==> config.mk <==
export PLATFORM = sky130hd
export DESIGN_NAME = boot_gpio_mux_status_regs
export DESIGN_NICKNAME = d
export VERILOG_FILES = /design/src/pkg/boot_gpio_pkg.sv /design/src/boot_gpio_mux_status_regs.sv
export SDC_FILE = /design/constraint.sdc
export NUM_CORES = 1
export LEC_CHECK = 0
export BUFFER_PORTS_ARGS = -buffer_cell sky130_fd_sc_hd__buf_2
export CAP_MARGIN = 30
export CORE_ASPECT_RATIO = 1.5
export CORE_MARGIN = 8
export CORE_UTILIZATION = 50
export DETAILED_ROUTE_END_ITERATION = 8
export GPL_TIMING_DRIVEN = 1
export PLACE_DENSITY = 0.72
export SYNTH_ARGS = -nofsm -noshare
export SYNTH_HDL_FRONTEND = slang
export SYNTH_SLANG_ARGS = --single-unit
==> constraint.sdc <==
create_clock -name clk_i -period 3 [get_ports clk_i]
set_input_delay 0.45 -clock clk_i [delete_from_list [all_inputs] [get_ports clk_i]]
set_output_delay 0.45 -clock clk_i [all_outputs]
set_load 0.01 [all_outputs]
==> src/pkg/boot_gpio_pkg.sv <==
// Constants for the boot, pin multiplexer and status register bank
package boot_gpio_pkg;
  // Clock and serial memory timing
  localparam int CLK_PERIOD_NS = 40;
  localparam int SCLK_NS_0 = 800;
  localparam int SCLK_NS_1 = 400;
  localparam int SCLK_NS_2 = 200;
  localparam int SCLK_NS_3 = 100;
  localparam logic [3:0] HALF_CYC_0 = 4'((SCLK_NS_0 / 2 + CLK_PERIOD_NS - 1) / CLK_PERIOD_NS);
  localparam logic [3:0] HALF_CYC_1 = 4'((SCLK_NS_1 / 2 + CLK_PERIOD_NS - 1) / CLK_PERIOD_NS);
  localparam logic [3:0] HALF_CYC_2 = 4'((SCLK_NS_2 / 2 + CLK_PERIOD_NS - 1) / CLK_PERIOD_NS);
  localparam logic [3:0] HALF_CYC_3 = 4'((SCLK_NS_3 / 2 + CLK_PERIOD_NS - 1) / CLK_PERIOD_NS);
  // Register indices; byte address is four times the index
  localparam logic [7:0] IDX_MEM_CTRL = 8'h56;
  localparam logic [7:0] IDX_RD_OPCODE = 8'h57;
  localparam logic [7:0] IDX_ADDR_HIGH = 8'h58;
  localparam logic [7:0] IDX_ADDR_MID = 8'h59;
  localparam logic [7:0] IDX_ADDR_LOW = 8'h5a;
  localparam logic [7:0] IDX_BOOT_STATUS = 8'h5b;
  localparam logic [7:0] IDX_BQ_MARKER = 8'h5c;
  localparam logic [7:0] IDX_SUPPLY = 8'h5e;
  localparam logic [7:0] IDX_PIN_DIR = 8'h60;
  localparam logic [7:0] IDX_PIN0_FN = 8'h61;
  localparam logic [7:0] IDX_PIN1_FN = 8'h62;
  localparam logic [7:0] IDX_PIN2_FN = 8'h63;
  localparam logic [7:0] IDX_IN_ROUTE = 8'h64;
  localparam logic [7:0] IDX_OUT_LEVEL = 8'h65;
  localparam logic [7:0] IDX_OUT_INV = 8'h66;
  localparam logic [7:0] IDX_SILICON_ID = 8'h67;
  localparam logic [7:0] IDX_OP_STATE = 8'h68;
  localparam logic [7:0] IDX_MUTE_STAT = 8'h69;
  localparam logic [7:0] IDX_RAMP_PHASE = 8'h6a;
  // Reset values
  localparam logic [7:0] RST_RD_OPCODE = 8'h03;
  localparam logic [7:0] RST_ZERO = 8'h00;
  // Memory control field positions
  localparam int MC_SOURCE = 0;
  localparam int MC_LSB_FIRST = 1;
  localparam int MC_CLK_EDGE = 2;
  localparam int MC_RATE_LO = 3;
  localparam int MC_WIDE_ADDR = 5;
  // Boot status field positions
  localparam int BS_DONE = 0;
  localparam int BS_CRC_ERR = 1;
  // Input routing and ramp phase field positions
  localparam int RT_MUTE_LO = 0;
  localparam int RT_RESET_LO = 2;
  localparam int RT_SYNC_LO = 4;
  localparam int RT_SERIAL_LO = 6;
  localparam int PH_LO = 2;
  // Operating state codes
  localparam logic [1:0] OP_PLAY = 2'h3;
  // Pin function codes
  typedef enum logic [3:0] {
    FN_OFF = 4'h0, FN_TWO_LEVEL = 4'h1, FN_REG = 4'h2, FN_BOTH_MUTE = 4'h3,
    FN_LEFT_MUTE = 4'h4, FN_RIGHT_MUTE = 4'h5, FN_CLK_INVALID = 4'h6, FN_WARN = 4'h8,
    FN_MULTI_LEVEL = 4'h9, FN_FAULT = 4'hb, FN_MEM_CLK = 4'hc, FN_MEM_DOUT = 4'hd
  } pin_fn_t;
  localparam logic [7:0] CRC_POLY = 8'h07;
endpackage : boot_gpio_pkg

==> src/boot_gpio_mux_status_regs.sv <==
// Register bank with serial memory boot loader and pin multiplexer
`timescale 1ns/1ps
module boot_gpio_mux_status_regs #(
  parameter int BOOT_BYTES = 16,
  parameter logic [7:0] SILICON_ID = 8'h5a // Arbitrary value
) (
  input wire logic clk_i,
  input wire logic reset_i,
  input wire logic hsel_i,
  input wire logic [31:0] haddr_i,
  input wire logic [1:0] htrans_i,
  input wire logic hwrite_i,
  input wire logic [2:0] hsize_i,
  input wire logic [31:0] hwdata_i,
  input wire logic hready_i,
  output logic hreadyout_o,
  output logic hresp_o,
  output logic [31:0] hrdata_o,
  input wire logic [2:0] pin_i,
  output logic [2:0] pin_o,
  output logic [2:0] pin_oe_o,
  input wire logic memory_din_i,
  output logic memory_clk_o,
  output logic memory_dout_o,
  output logic memory_select_n_o,
  output logic [7:0] coef_byte_o,
  output logic coef_valid_o,
  output logic coef_from_memory_o,
  output logic biquad_first_word_o,
  input wire logic [7:0] stage_supply_code_i,
  input wire logic [1:0] op_state_code_i,
  input wire logic left_muted_flag_i,
  input wire logic right_muted_flag_i,
  input wire logic clock_invalid_i,
  input wire logic warning_out_n_i,
  input wire logic fault_out_n_i,
  input wire logic two_level_wave_i,
  input wire logic multi_level_wave_i,
  output logic hiz_request_o,
  output logic pin_reset_o,
  output logic phase_sync_o,
  output logic [1:0] ramp_phase_o
);

  typedef enum logic [1:0] {ST_IDLE, ST_SEND, ST_READ} boot_state_t;

  ////////////////////////////////////////////////////////////////////////////
  // Pin synchronisers and input routing
  logic [3:0] in_meta_r;
  logic [3:0] in_sync_r;
  logic [7:0] route_r;
  logic pin_reset_act;
  logic soft_rst;
  logic serial_in;

  always_ff @(posedge clk_i) begin
    in_meta_r <= {memory_din_i, pin_i};
    in_sync_r <= in_meta_r;
  end

  function automatic logic route_pick(input logic [1:0] sel, input logic [3:0] src, input logic dflt);
    route_pick = (sel == 2'b00) ? dflt : src[sel - 2'd1];
  endfunction : route_pick

  localparam int RTR = boot_gpio_pkg::RT_RESET_LO;
  assign pin_reset_act = route_pick(route_r[RTR+1:RTR], in_sync_r, 1'b1) == 1'b0;
  assign soft_rst = reset_i | pin_reset_act;
  assign pin_reset_o = pin_reset_act;
  assign serial_in = route_pick(route_r[boot_gpio_pkg::RT_SERIAL_LO+1:boot_gpio_pkg::RT_SERIAL_LO],
                                in_sync_r, in_sync_r[3]);
  assign phase_sync_o = route_pick(route_r[boot_gpio_pkg::RT_SYNC_LO+1:boot_gpio_pkg::RT_SYNC_LO],
                                   in_sync_r, 1'b0);
  assign hiz_request_o = !route_pick(route_r[boot_gpio_pkg::RT_MUTE_LO+1:boot_gpio_pkg::RT_MUTE_LO],
                                     in_sync_r, 1'b1);

  ////////////////////////////////////////////////////////////////////////////
  // AHB-Lite slave
  logic wr_pend_r;
  logic [7:0] wr_idx_r;
  logic addr_ok;
  logic [7:0] a_idx;
  logic [7:0] rd_val;
  logic [7:0] wdat;

  assign a_idx = haddr_i[9:2];
  assign addr_ok = hsel_i && hready_i && htrans_i[1] && (haddr_i[31:10] == 22'h0);
  assign hreadyout_o = 1'b1;
  assign hresp_o = 1'b0;
  assign wdat = hwdata_i[7:0];

  always_ff @(posedge clk_i) begin
    if (reset_i) begin
      wr_pend_r <= 1'b0;
      wr_idx_r <= 8'h00;
      hrdata_o <= 32'h0;
    end else begin
      wr_pend_r <= addr_ok && hwrite_i;
      wr_idx_r <= a_idx;
      if (addr_ok && !hwrite_i) begin
        hrdata_o <= {24'h0, rd_val};
      end
    end
  end

  ////////////////////////////////////////////////////////////////////////////
  // Software registers
  logic [7:0] mem_ctrl_r;
  logic [7:0] opcode_r;
  logic [7:0] addr_hi_r;
  logic [7:0] addr_mid_r;
  logic [7:0] addr_lo_r;
  logic bq_mark_r;
  logic [2:0] dir_r;
  logic [3:0] fn_r [3];
  logic [7:0] route_keep_r;
  logic [2:0] out_lvl_r;
  logic [2:0] out_inv_r;
  logic [1:0] phase_r;
  logic start_pulse;
  logic [1:0] rst_route_r;

  function automatic logic wr_hit(input logic [7:0] idx, input logic pend, input logic [7:0] widx);
    wr_hit = pend && (widx == idx);
  endfunction : wr_hit

  assign start_pulse = wr_hit(boot_gpio_pkg::IDX_MEM_CTRL, wr_pend_r, wr_idx_r) && !soft_rst
                       && wdat[boot_gpio_pkg::MC_SOURCE] && !mem_ctrl_r[boot_gpio_pkg::MC_SOURCE];

  always_ff @(posedge clk_i) begin
    if (soft_rst) begin
      mem_ctrl_r <= boot_gpio_pkg::RST_ZERO;
      opcode_r <= boot_gpio_pkg::RST_RD_OPCODE;
      addr_hi_r <= boot_gpio_pkg::RST_ZERO;
      addr_mid_r <= boot_gpio_pkg::RST_ZERO;
      addr_lo_r <= boot_gpio_pkg::RST_ZERO;
      bq_mark_r <= 1'b0;
      dir_r <= 3'h0;
      route_keep_r <= boot_gpio_pkg::RST_ZERO;
      out_lvl_r <= 3'h0;
      out_inv_r <= 3'h0;
      phase_r <= 2'h0;
    end else if (wr_pend_r) begin
      case (wr_idx_r)
        boot_gpio_pkg::IDX_MEM_CTRL: mem_ctrl_r <= {2'b00, wdat[5:0]};
        boot_gpio_pkg::IDX_RD_OPCODE: opcode_r <= wdat;
        boot_gpio_pkg::IDX_ADDR_HIGH: addr_hi_r <= wdat;
        boot_gpio_pkg::IDX_ADDR_MID: addr_mid_r <= wdat;
        boot_gpio_pkg::IDX_ADDR_LOW: addr_lo_r <= wdat;
        boot_gpio_pkg::IDX_BQ_MARKER: bq_mark_r <= wdat[0];
        boot_gpio_pkg::IDX_PIN_DIR: dir_r <= wdat[2:0];
        boot_gpio_pkg::IDX_IN_ROUTE: route_keep_r <= wdat;
        boot_gpio_pkg::IDX_OUT_LEVEL: out_lvl_r <= wdat[2:0];
        boot_gpio_pkg::IDX_OUT_INV: out_inv_r <= wdat[2:0];
        boot_gpio_pkg::IDX_RAMP_PHASE: phase_r <= wdat[boot_gpio_pkg::PH_LO+1:boot_gpio_pkg::PH_LO];
        default: ;
      endcase
    end
  end

  // Reset routing field survives a reset from its own pin
  always_ff @(posedge clk_i) begin
    if (reset_i) begin
      rst_route_r <= 2'b00;
    end else if (wr_hit(boot_gpio_pkg::IDX_IN_ROUTE, wr_pend_r, wr_idx_r) && !pin_reset_act) begin
      rst_route_r <= wdat[RTR+1:RTR];
    end
  end

  always_comb begin
    route_r = route_keep_r;
    route_r[RTR+1:RTR] = rst_route_r;
  end

  genvar g;
  generate
    for (g = 0; g < 3; g++) begin : g_fn
      always_ff @(posedge clk_i) begin
        if (soft_rst) begin
          fn_r[g] <= 4'h0;
        end else if (wr_hit(boot_gpio_pkg::IDX_PIN0_FN + 8'(g), wr_pend_r, wr_idx_r)) begin
          fn_r[g] <= wdat[3:0];
        end
      end
    end
  endgenerate

  assign coef_from_memory_o = mem_ctrl_r[boot_gpio_pkg::MC_SOURCE];
  assign biquad_first_word_o = bq_mark_r;

  // Phase only follows the register outside play
  always_ff @(posedge clk_i) begin
    if (soft_rst) begin
      ramp_phase_o <= 2'h0;
    end else if (op_state_code_i != boot_gpio_pkg::OP_PLAY) begin
      ramp_phase_o <= phase_r;
    end
  end

  ////////////////////////////////////////////////////////////////////////////
  // Serial memory boot engine
  boot_state_t st_r;
  logic [3:0] hc_r;
  logic half_r;
  logic [2:0] bit_r;
  logic [7:0] cnt_r;
  logic [31:0] tx_r;
  logic [7:0] rx_r;
  logic [7:0] crc_r;
  logic done_r;
  logic crc_err_r;
  logic [3:0] half_lim;
  logic tick;
  logic pol;
  logic lsb;
  logic [31:0] tx_load;
  logic [31:0] tx_next;
  logic byte_end;

  assign pol = mem_ctrl_r[boot_gpio_pkg::MC_CLK_EDGE];
  assign lsb = mem_ctrl_r[boot_gpio_pkg::MC_LSB_FIRST];
  assign tx_load = mem_ctrl_r[boot_gpio_pkg::MC_WIDE_ADDR] ? {opcode_r, addr_hi_r, addr_mid_r, addr_lo_r}
                                                           : {opcode_r, addr_mid_r, addr_lo_r, 8'h00};
  assign tick = (hc_r == half_lim);
  assign byte_end = tick && half_r && (bit_r == 3'd7);
  assign tx_next = (byte_end && st_r == ST_SEND) ? {tx_r[23:0], 8'h00} : tx_r;

  always_comb begin
    case (mem_ctrl_r[boot_gpio_pkg::MC_RATE_LO+1:boot_gpio_pkg::MC_RATE_LO])
      2'd0: half_lim = boot_gpio_pkg::HALF_CYC_0 - 4'd1;
      2'd1: half_lim = boot_gpio_pkg::HALF_CYC_1 - 4'd1;
      2'd2: half_lim = boot_gpio_pkg::HALF_CYC_2 - 4'd1;
      default: half_lim = boot_gpio_pkg::HALF_CYC_3 - 4'd1;
    endcase
  end

  function automatic logic out_bit(input logic [31:0] tx, input logic [2:0] k, input logic lsb_first);
    out_bit = lsb_first ? tx[24 + 32'(k)] : tx[31 - 32'(k)];
  endfunction : out_bit

  function automatic logic [7:0] crc8(input logic [7:0] c, input logic [7:0] d);
    logic [7:0] r;
    r = c ^ d;
    for (int i = 0; i < 8; i++) begin
      r = r[7] ? ((r << 1) ^ boot_gpio_pkg::CRC_POLY) : (r << 1);
    end
    crc8 = r;
  endfunction : crc8

  always_ff @(posedge clk_i) begin
    coef_valid_o <= 1'b0;
    if (soft_rst) begin
      st_r <= ST_IDLE;
      hc_r <= 4'h0;
      half_r <= 1'b0;
      bit_r <= 3'h0;
      cnt_r <= 8'h00;
      tx_r <= 32'h0;
      rx_r <= 8'h00;
      crc_r <= 8'h00;
      done_r <= 1'b0;
      crc_err_r <= 1'b0;
      memory_clk_o <= 1'b0;
      memory_dout_o <= 1'b0;
      memory_select_n_o <= 1'b1;
      coef_byte_o <= 8'h00;
    end else begin
      case (st_r)
        ST_IDLE: begin
          memory_clk_o <= pol;
          if (start_pulse) begin
            st_r <= ST_SEND;
            done_r <= 1'b0;
            crc_err_r <= 1'b0;
            crc_r <= 8'h00;
            tx_r <= tx_load;
            cnt_r <= mem_ctrl_r[boot_gpio_pkg::MC_WIDE_ADDR] ? 8'd4 : 8'd3;
            hc_r <= 4'h0;
            half_r <= 1'b0;
            bit_r <= 3'h0;
            memory_select_n_o <= 1'b0;
            memory_clk_o <= ~pol;
            memory_dout_o <= out_bit(tx_load, 3'h0, lsb);
          end
        end
        ST_SEND, ST_READ: begin
          hc_r <= tick ? 4'h0 : hc_r + 4'd1;
          if (tick && !half_r) begin
            half_r <= 1'b1;
            memory_clk_o <= pol;
            if (st_r == ST_READ) begin
              rx_r <= lsb ? {serial_in, rx_r[7:1]} : {rx_r[6:0], serial_in};
            end
          end else if (tick) begin
            half_r <= 1'b0;
            bit_r <= bit_r + 3'd1;
            tx_r <= tx_next;
            memory_clk_o <= ~pol;
            memory_dout_o <= out_bit(tx_next, bit_r + 3'd1, lsb);
            if (byte_end && st_r == ST_SEND) begin
              cnt_r <= cnt_r - 8'd1;
              if (cnt_r == 8'd1) begin
                st_r <= ST_READ;
                cnt_r <= 8'(BOOT_BYTES + 1);
              end
            end else if (byte_end) begin
              cnt_r <= cnt_r - 8'd1;
              if (cnt_r == 8'd1) begin
                st_r <= ST_IDLE;
                done_r <= 1'b1;
                crc_err_r <= (rx_r != crc_r);
                memory_select_n_o <= 1'b1;
                memory_clk_o <= pol;
              end else begin
                crc_r <= crc8(crc_r, rx_r);
                coef_byte_o <= rx_r;
                coef_valid_o <= 1'b1;
              end
            end
          end
        end
        default: st_r <= ST_IDLE;
      endcase
    end
  end

  ////////////////////////////////////////////////////////////////////////////
  // Pin output multiplexer
  generate
    for (g = 0; g < 3; g++) begin : g_pin
      logic lvl;
      always_comb begin
        case (fn_r[g])
          boot_gpio_pkg::FN_TWO_LEVEL: lvl = two_level_wave_i;
          boot_gpio_pkg::FN_REG: lvl = out_lvl_r[g];
          boot_gpio_pkg::FN_BOTH_MUTE: lvl = left_muted_flag_i & right_muted_flag_i;
          boot_gpio_pkg::FN_LEFT_MUTE: lvl = left_muted_flag_i;
          boot_gpio_pkg::FN_RIGHT_MUTE: lvl = right_muted_flag_i;
          boot_gpio_pkg::FN_CLK_INVALID: lvl = clock_invalid_i;
          boot_gpio_pkg::FN_WARN: lvl = warning_out_n_i;
          boot_gpio_pkg::FN_MULTI_LEVEL: lvl = multi_level_wave_i;
          boot_gpio_pkg::FN_FAULT: lvl = fault_out_n_i;
          boot_gpio_pkg::FN_MEM_CLK: lvl = memory_clk_o;
          boot_gpio_pkg::FN_MEM_DOUT: lvl = memory_dout_o;
          default: lvl = 1'b0;
        endcase
      end
      always_ff @(posedge clk_i) begin
        if (soft_rst) begin
          pin_o[g] <= 1'b0;
        end else begin
          pin_o[g] <= lvl ^ out_inv_r[g];
        end
      end
    end
  endgenerate

  assign pin_oe_o = dir_r;

  ////////////////////////////////////////////////////////////////////////////
  // Read multiplexer
  always_comb begin
    case (a_idx)
      boot_gpio_pkg::IDX_MEM_CTRL: rd_val = mem_ctrl_r;
      boot_gpio_pkg::IDX_RD_OPCODE: rd_val = opcode_r;
      boot_gpio_pkg::IDX_ADDR_HIGH: rd_val = addr_hi_r;
      boot_gpio_pkg::IDX_ADDR_MID: rd_val = addr_mid_r;
      boot_gpio_pkg::IDX_ADDR_LOW: rd_val = addr_lo_r;
      boot_gpio_pkg::IDX_BOOT_STATUS: rd_val = {6'h0, crc_err_r, done_r};
      boot_gpio_pkg::IDX_BQ_MARKER: rd_val = {7'h0, bq_mark_r};
      boot_gpio_pkg::IDX_SUPPLY: rd_val = stage_supply_code_i;
      boot_gpio_pkg::IDX_PIN_DIR: rd_val = {5'h0, dir_r};
      boot_gpio_pkg::IDX_PIN0_FN: rd_val = {4'h0, fn_r[0]};
      boot_gpio_pkg::IDX_PIN1_FN: rd_val = {4'h0, fn_r[1]};
      boot_gpio_pkg::IDX_PIN2_FN: rd_val = {4'h0, fn_r[2]};
      boot_gpio_pkg::IDX_IN_ROUTE: rd_val = route_r;
      boot_gpio_pkg::IDX_OUT_LEVEL: rd_val = {5'h0, out_lvl_r};
      boot_gpio_pkg::IDX_OUT_INV: rd_val = {5'h0, out_inv_r};
      boot_gpio_pkg::IDX_SILICON_ID: rd_val = SILICON_ID;
      boot_gpio_pkg::IDX_OP_STATE: rd_val = {6'h0, op_state_code_i};
      boot_gpio_pkg::IDX_MUTE_STAT: rd_val = {6'h0, right_muted_flag_i, left_muted_flag_i};
      boot_gpio_pkg::IDX_RAMP_PHASE: rd_val = {4'h0, phase_r, 2'b00};
      default: rd_val = 8'h00;
    endcase
  end

  ////////////////////////////////////////////////////////////////////////////
  // Assertions
  a_opcode_reset: assert property (@(posedge clk_i) $fell(reset_i) |-> opcode_r == boot_gpio_pkg::RST_RD_OPCODE)
    else $error("read opcode not 03h after reset");
  a_pin_direction: assert property (@(posedge clk_i) disable iff (soft_rst)
    wr_hit(boot_gpio_pkg::IDX_PIN_DIR, wr_pend_r, wr_idx_r) |=> pin_oe_o == $past(wdat[2:0]))
    else $error("pin enable differs from written direction bits");
  a_mute_hiz: assert property (@(posedge clk_i) disable iff (reset_i)
    (route_r[1:0] == 2'b01 && !in_sync_r[0]) |-> hiz_request_o)
    else $error("routed mute did not request high impedance");
  a_route_survives: assert property (@(posedge clk_i) disable iff (reset_i)
    pin_reset_act |=> rst_route_r == $past(rst_route_r))
    else $error("reset routing lost on pin reset");
  a_done_after_read: assert property (@(posedge clk_i) disable iff (reset_i)
    $rose(done_r) |-> $past(st_r) == ST_READ && memory_select_n_o)
    else $error("done flag rose outside read phase");
  a_start_selects: assert property (@(posedge clk_i) disable iff (soft_rst)
    start_pulse && st_r == ST_IDLE |=> !memory_select_n_o && st_r == ST_SEND ##1 !memory_select_n_o)
    else $error("boot start did not open a frame");
  a_off_pin_low: assert property (@(posedge clk_i) disable iff (soft_rst)
    fn_r[0] == 4'h0 ##1 !soft_rst |-> pin_o[0] == $past(out_inv_r[0]))
    else $error("off code did not drive low level");
  a_reg_pin_level: assert property (@(posedge clk_i) disable iff (soft_rst)
    fn_r[1] == 4'h2 ##1 !soft_rst |-> pin_o[1] == ($past(out_lvl_r[1]) ^ $past(out_inv_r[1])))
    else $error("register level not driven on pin");
  a_phase_hold: assert property (@(posedge clk_i) disable iff (soft_rst)
    ($past(op_state_code_i) == boot_gpio_pkg::OP_PLAY && !$past(soft_rst)) |-> $stable(ramp_phase_o))
    else $error("ramp phase changed during play");

endmodule : boot_gpio_mux_status_regs

==> metrics.yaml <==
n_antenna_cell: 0
die_area_um2: 23900
worstPathCellList: "inv_1, ha_1, xor2_1, nand4_2, buf_4, a21o_2, or2_2, a21o_2, nand2_1, a21oi_1"
synthTopCellsByArea: "dfxtp_1 (35%), mux2i_1 (11%), nor2_1 (4.9%), a21oi_1 (4.4%), nand2_1 (4.2%)"
insertion_delay_ns: 0.44
setup_viol: 0
crit_top_cell: "a21o_2"
max_slew_margin_pct: 42.6
synth_ff_type: "dfxtp_1"
p_per_area_nw_per_um2: 457
top_register: "tx_r"
status: "finished, final reports clean"
arrival_ns: 3.09
cp_slowest_cell: "a21o_2"
gr-total-overflow: 0
ys.warnings.count: 0
ant_nets: 0
total_power_w: 0.00497
syn_inst: 1105
cts_hold_buf: 0
endpoint_kind: "register"
design.core.area_um2: 18900
wl_per_cell_um: 18.3
nets: 1302
p_leak_nw: 4.05
min_period_over_period_pct: 93.1
finalSetupTns_ns: 0
rsz0062_at_grt: "no"
route.met3.wl_mm: 1.35
ios: 154
grtUsageTotal_pct: 22.3
final_cell_mix: "dfxtp_1 (168), nor2_1 (124), nand2_1 (108)"
final_common_cell: "dfxtp_1"
grt_pass1_wl_mm: 42.2
root_buffer: "clkbuf_16"
tritoncts: "built"
htree_levels: 4
cap_violations: 0
irDropWorstVdd_v: 0.000336
fin_crit_ns: 2.79
antenna_found_initial: 0
synthesis.area_um2: 9550
met2_length_mm: 13.8
drcViolationCount: 0
clk_pin_slew_worst_paths_ns: 0.07
synth_top_area_cell: "dfxtp_1"
critPathBufInv: 2
cpPeakStageDelay_ns: 0.39
startpoint_type: "register"
hold_viol: 0
numCtsBuffers: 17
drive_above_1_share_pct: 16.5
wl_met1_mm: 10.3
top_regs: "tx_r (32), fn_r (12)"
fin_worst_hold_slack_ns: 0.112
area_delta_synth_final_pct: 14.0
grt_pass1_vias: 8189
synth.distinct_cells: 74
async_flop_share_pct: 0
hpwl_mm: 19.6
crit_family: "simple AND/OR/NAND/NOR gates"
fin_skew_ns: 0.0111
die_x_um: 129
drt-total-wl_mm: 26.6
start_util_pct: 50.4
grt_max_degree: 130
worst_pin_slew_ns: 0.860
num_vias: 8412
numPortBuffers: 97
seq_area_frac_synth_pct: 39.0
die_height_um: 185
synthDominantCellAreaShare_pct: 35.2
first_pass_iters: 5
drt_iter0_drc: 611
top_layer_used: "met4"
cts.sinks: 180
synth_edf_count: 12
num_rows: 62
largest_reg_flops: 32
vias_per_cell: 5.78
synth-seq-cells: 180
ctsLongestPathBuffers: 2
hold_path_class: "in2reg"
required_ns: 3.30
slew_violations: 0
avgSynthCellArea_um2: 8.64
worst-path-max-fanout: 24
crit_type: "reg2reg"
fmax_mhz: 358
gp_congestion: 0.930
what timing repair did:
action / in CTS / in global routing
buffers inserted: 0 / 0
gates resized for setup: 0 / 1
endpoints found under the setup margin: 0 / 24
Yosys cell counts, types with 3 or more instances:
master and number:
dfxtp_1 168, nor2_1 124, nand2_1 108, mux2i_1 107, a21oi_1 83, nand3_1 54
clkbuf_1 49, o21ai_0 42, buf_4 26, inv_1 26, xnor2_1 23, and2_1 19
ha_1 19, nor2b_1 18, nor3_1 16, edfxtp_1 12, nand2b_1 12, o22ai_1 11
a211oi_1 10, buf_2 10, o221ai_1 10, mux4_2 9, xor2_1 9, a22oi_1 8
a31oi_1 8, nand3b_1 8, nor4_1 8, a221oi_1 7, buf_1 7, o211ai_1 7
o31ai_1 7, a22o_1 6, and3_1 5, mux2_2 5, a222oi_1 4, nor3b_1 4
o21bai_1 4, a311oi_1 3, and4bb_2 3, nand4_1 3
worst reg2reg max path, cell delays in order, from the launching register on:
cell	delay (ns)
dfxtp_1	0.37
inv_1	0.11
ha_1	0.30
xor2_1	0.21
nand4_2	0.24
buf_4	0.22
a21o_2	0.22
or2_2	0.37
a21o_2	0.40
nand2_1	0.15
a21oi_1	0.07
logic make-up (layout without fill, tap and decap cells):
| logic type | after synthesis | count (layout) | synth area share, % |
|---|---|---|---|
| other cells | 2 | 26 | 0.0787 |
| mux | 121 | 121 | 13.9 |
| simple gates | 399 | 399 | 19.9 |
| xor+xnor | 32 | 32 | 2.94 |
| buf+inv | 120 | 191 | 5.95 |
| compound gates | 232 | 232 | 15.7 |
| fa+ha+maj | 19 | 19 | 2.49 |
| flops | 180 | 180 | 39.0 |
final timing paths:
kind | start | end | slack (ns) | depth (start not counted)
setup / recovery | mem_ctrl_r[4] | tx_r[20] | 0.21 | 10
hold / removal | memory_din_i | in_meta_r[3] | 0.11 | 1
setup reg to reg | mem_ctrl_r[4] | tx_r[20] | 0.21 | 10
hold reg to reg | in_meta_r[0] | in_sync_r[0] | 0.33 | 0
area by class of cell:
class / count / area (um2)
timing repair buffer: 133 / 781
fill: 1739 / 8040
clock buffer: 18 / 450
multi-input combinational: 829 / 5360
tap: 256 / 320
inverter: 27 / 101
sequential: 180 / 3720
clock inverter: 13 / 149
power breakdown:
group	leakage (nW)	total, W	switching, W	internal, W
Combinational	2.29	0.000237	0.000156	0.0000816
Clock	0.285	0.00228	0.000997	0.00128
Sequential	1.48	0.00246	0.0000225	0.00243
Total	4.05	0.00497	0.00117	0.00380
metrics by stage:
stage          cells  instance area (um2)  worst slack [ns]  utilization, %
6_report        1456                10900             0.207            57.5
5_1_grt         1456                10900            0.0525            57.5
4_1_cts         1456                10900            0.0566            57.5
3_5_place_dp    1425                10300             0.109            54.4
3_3_place_gp    1425                10300             0.211            54.4
2_1_floorplan   1129                 9640             0.507               -
layer usage:
metal | global-route usage [%] | vias up
met5 | 0 | -
met3 | 4.01 | 69
li1 | - | 4048
met2 | 40.3 | 302
met4 | 12.5 | 0
met1 | 23.9 | 3993
(Power assumes the default switching activity.)
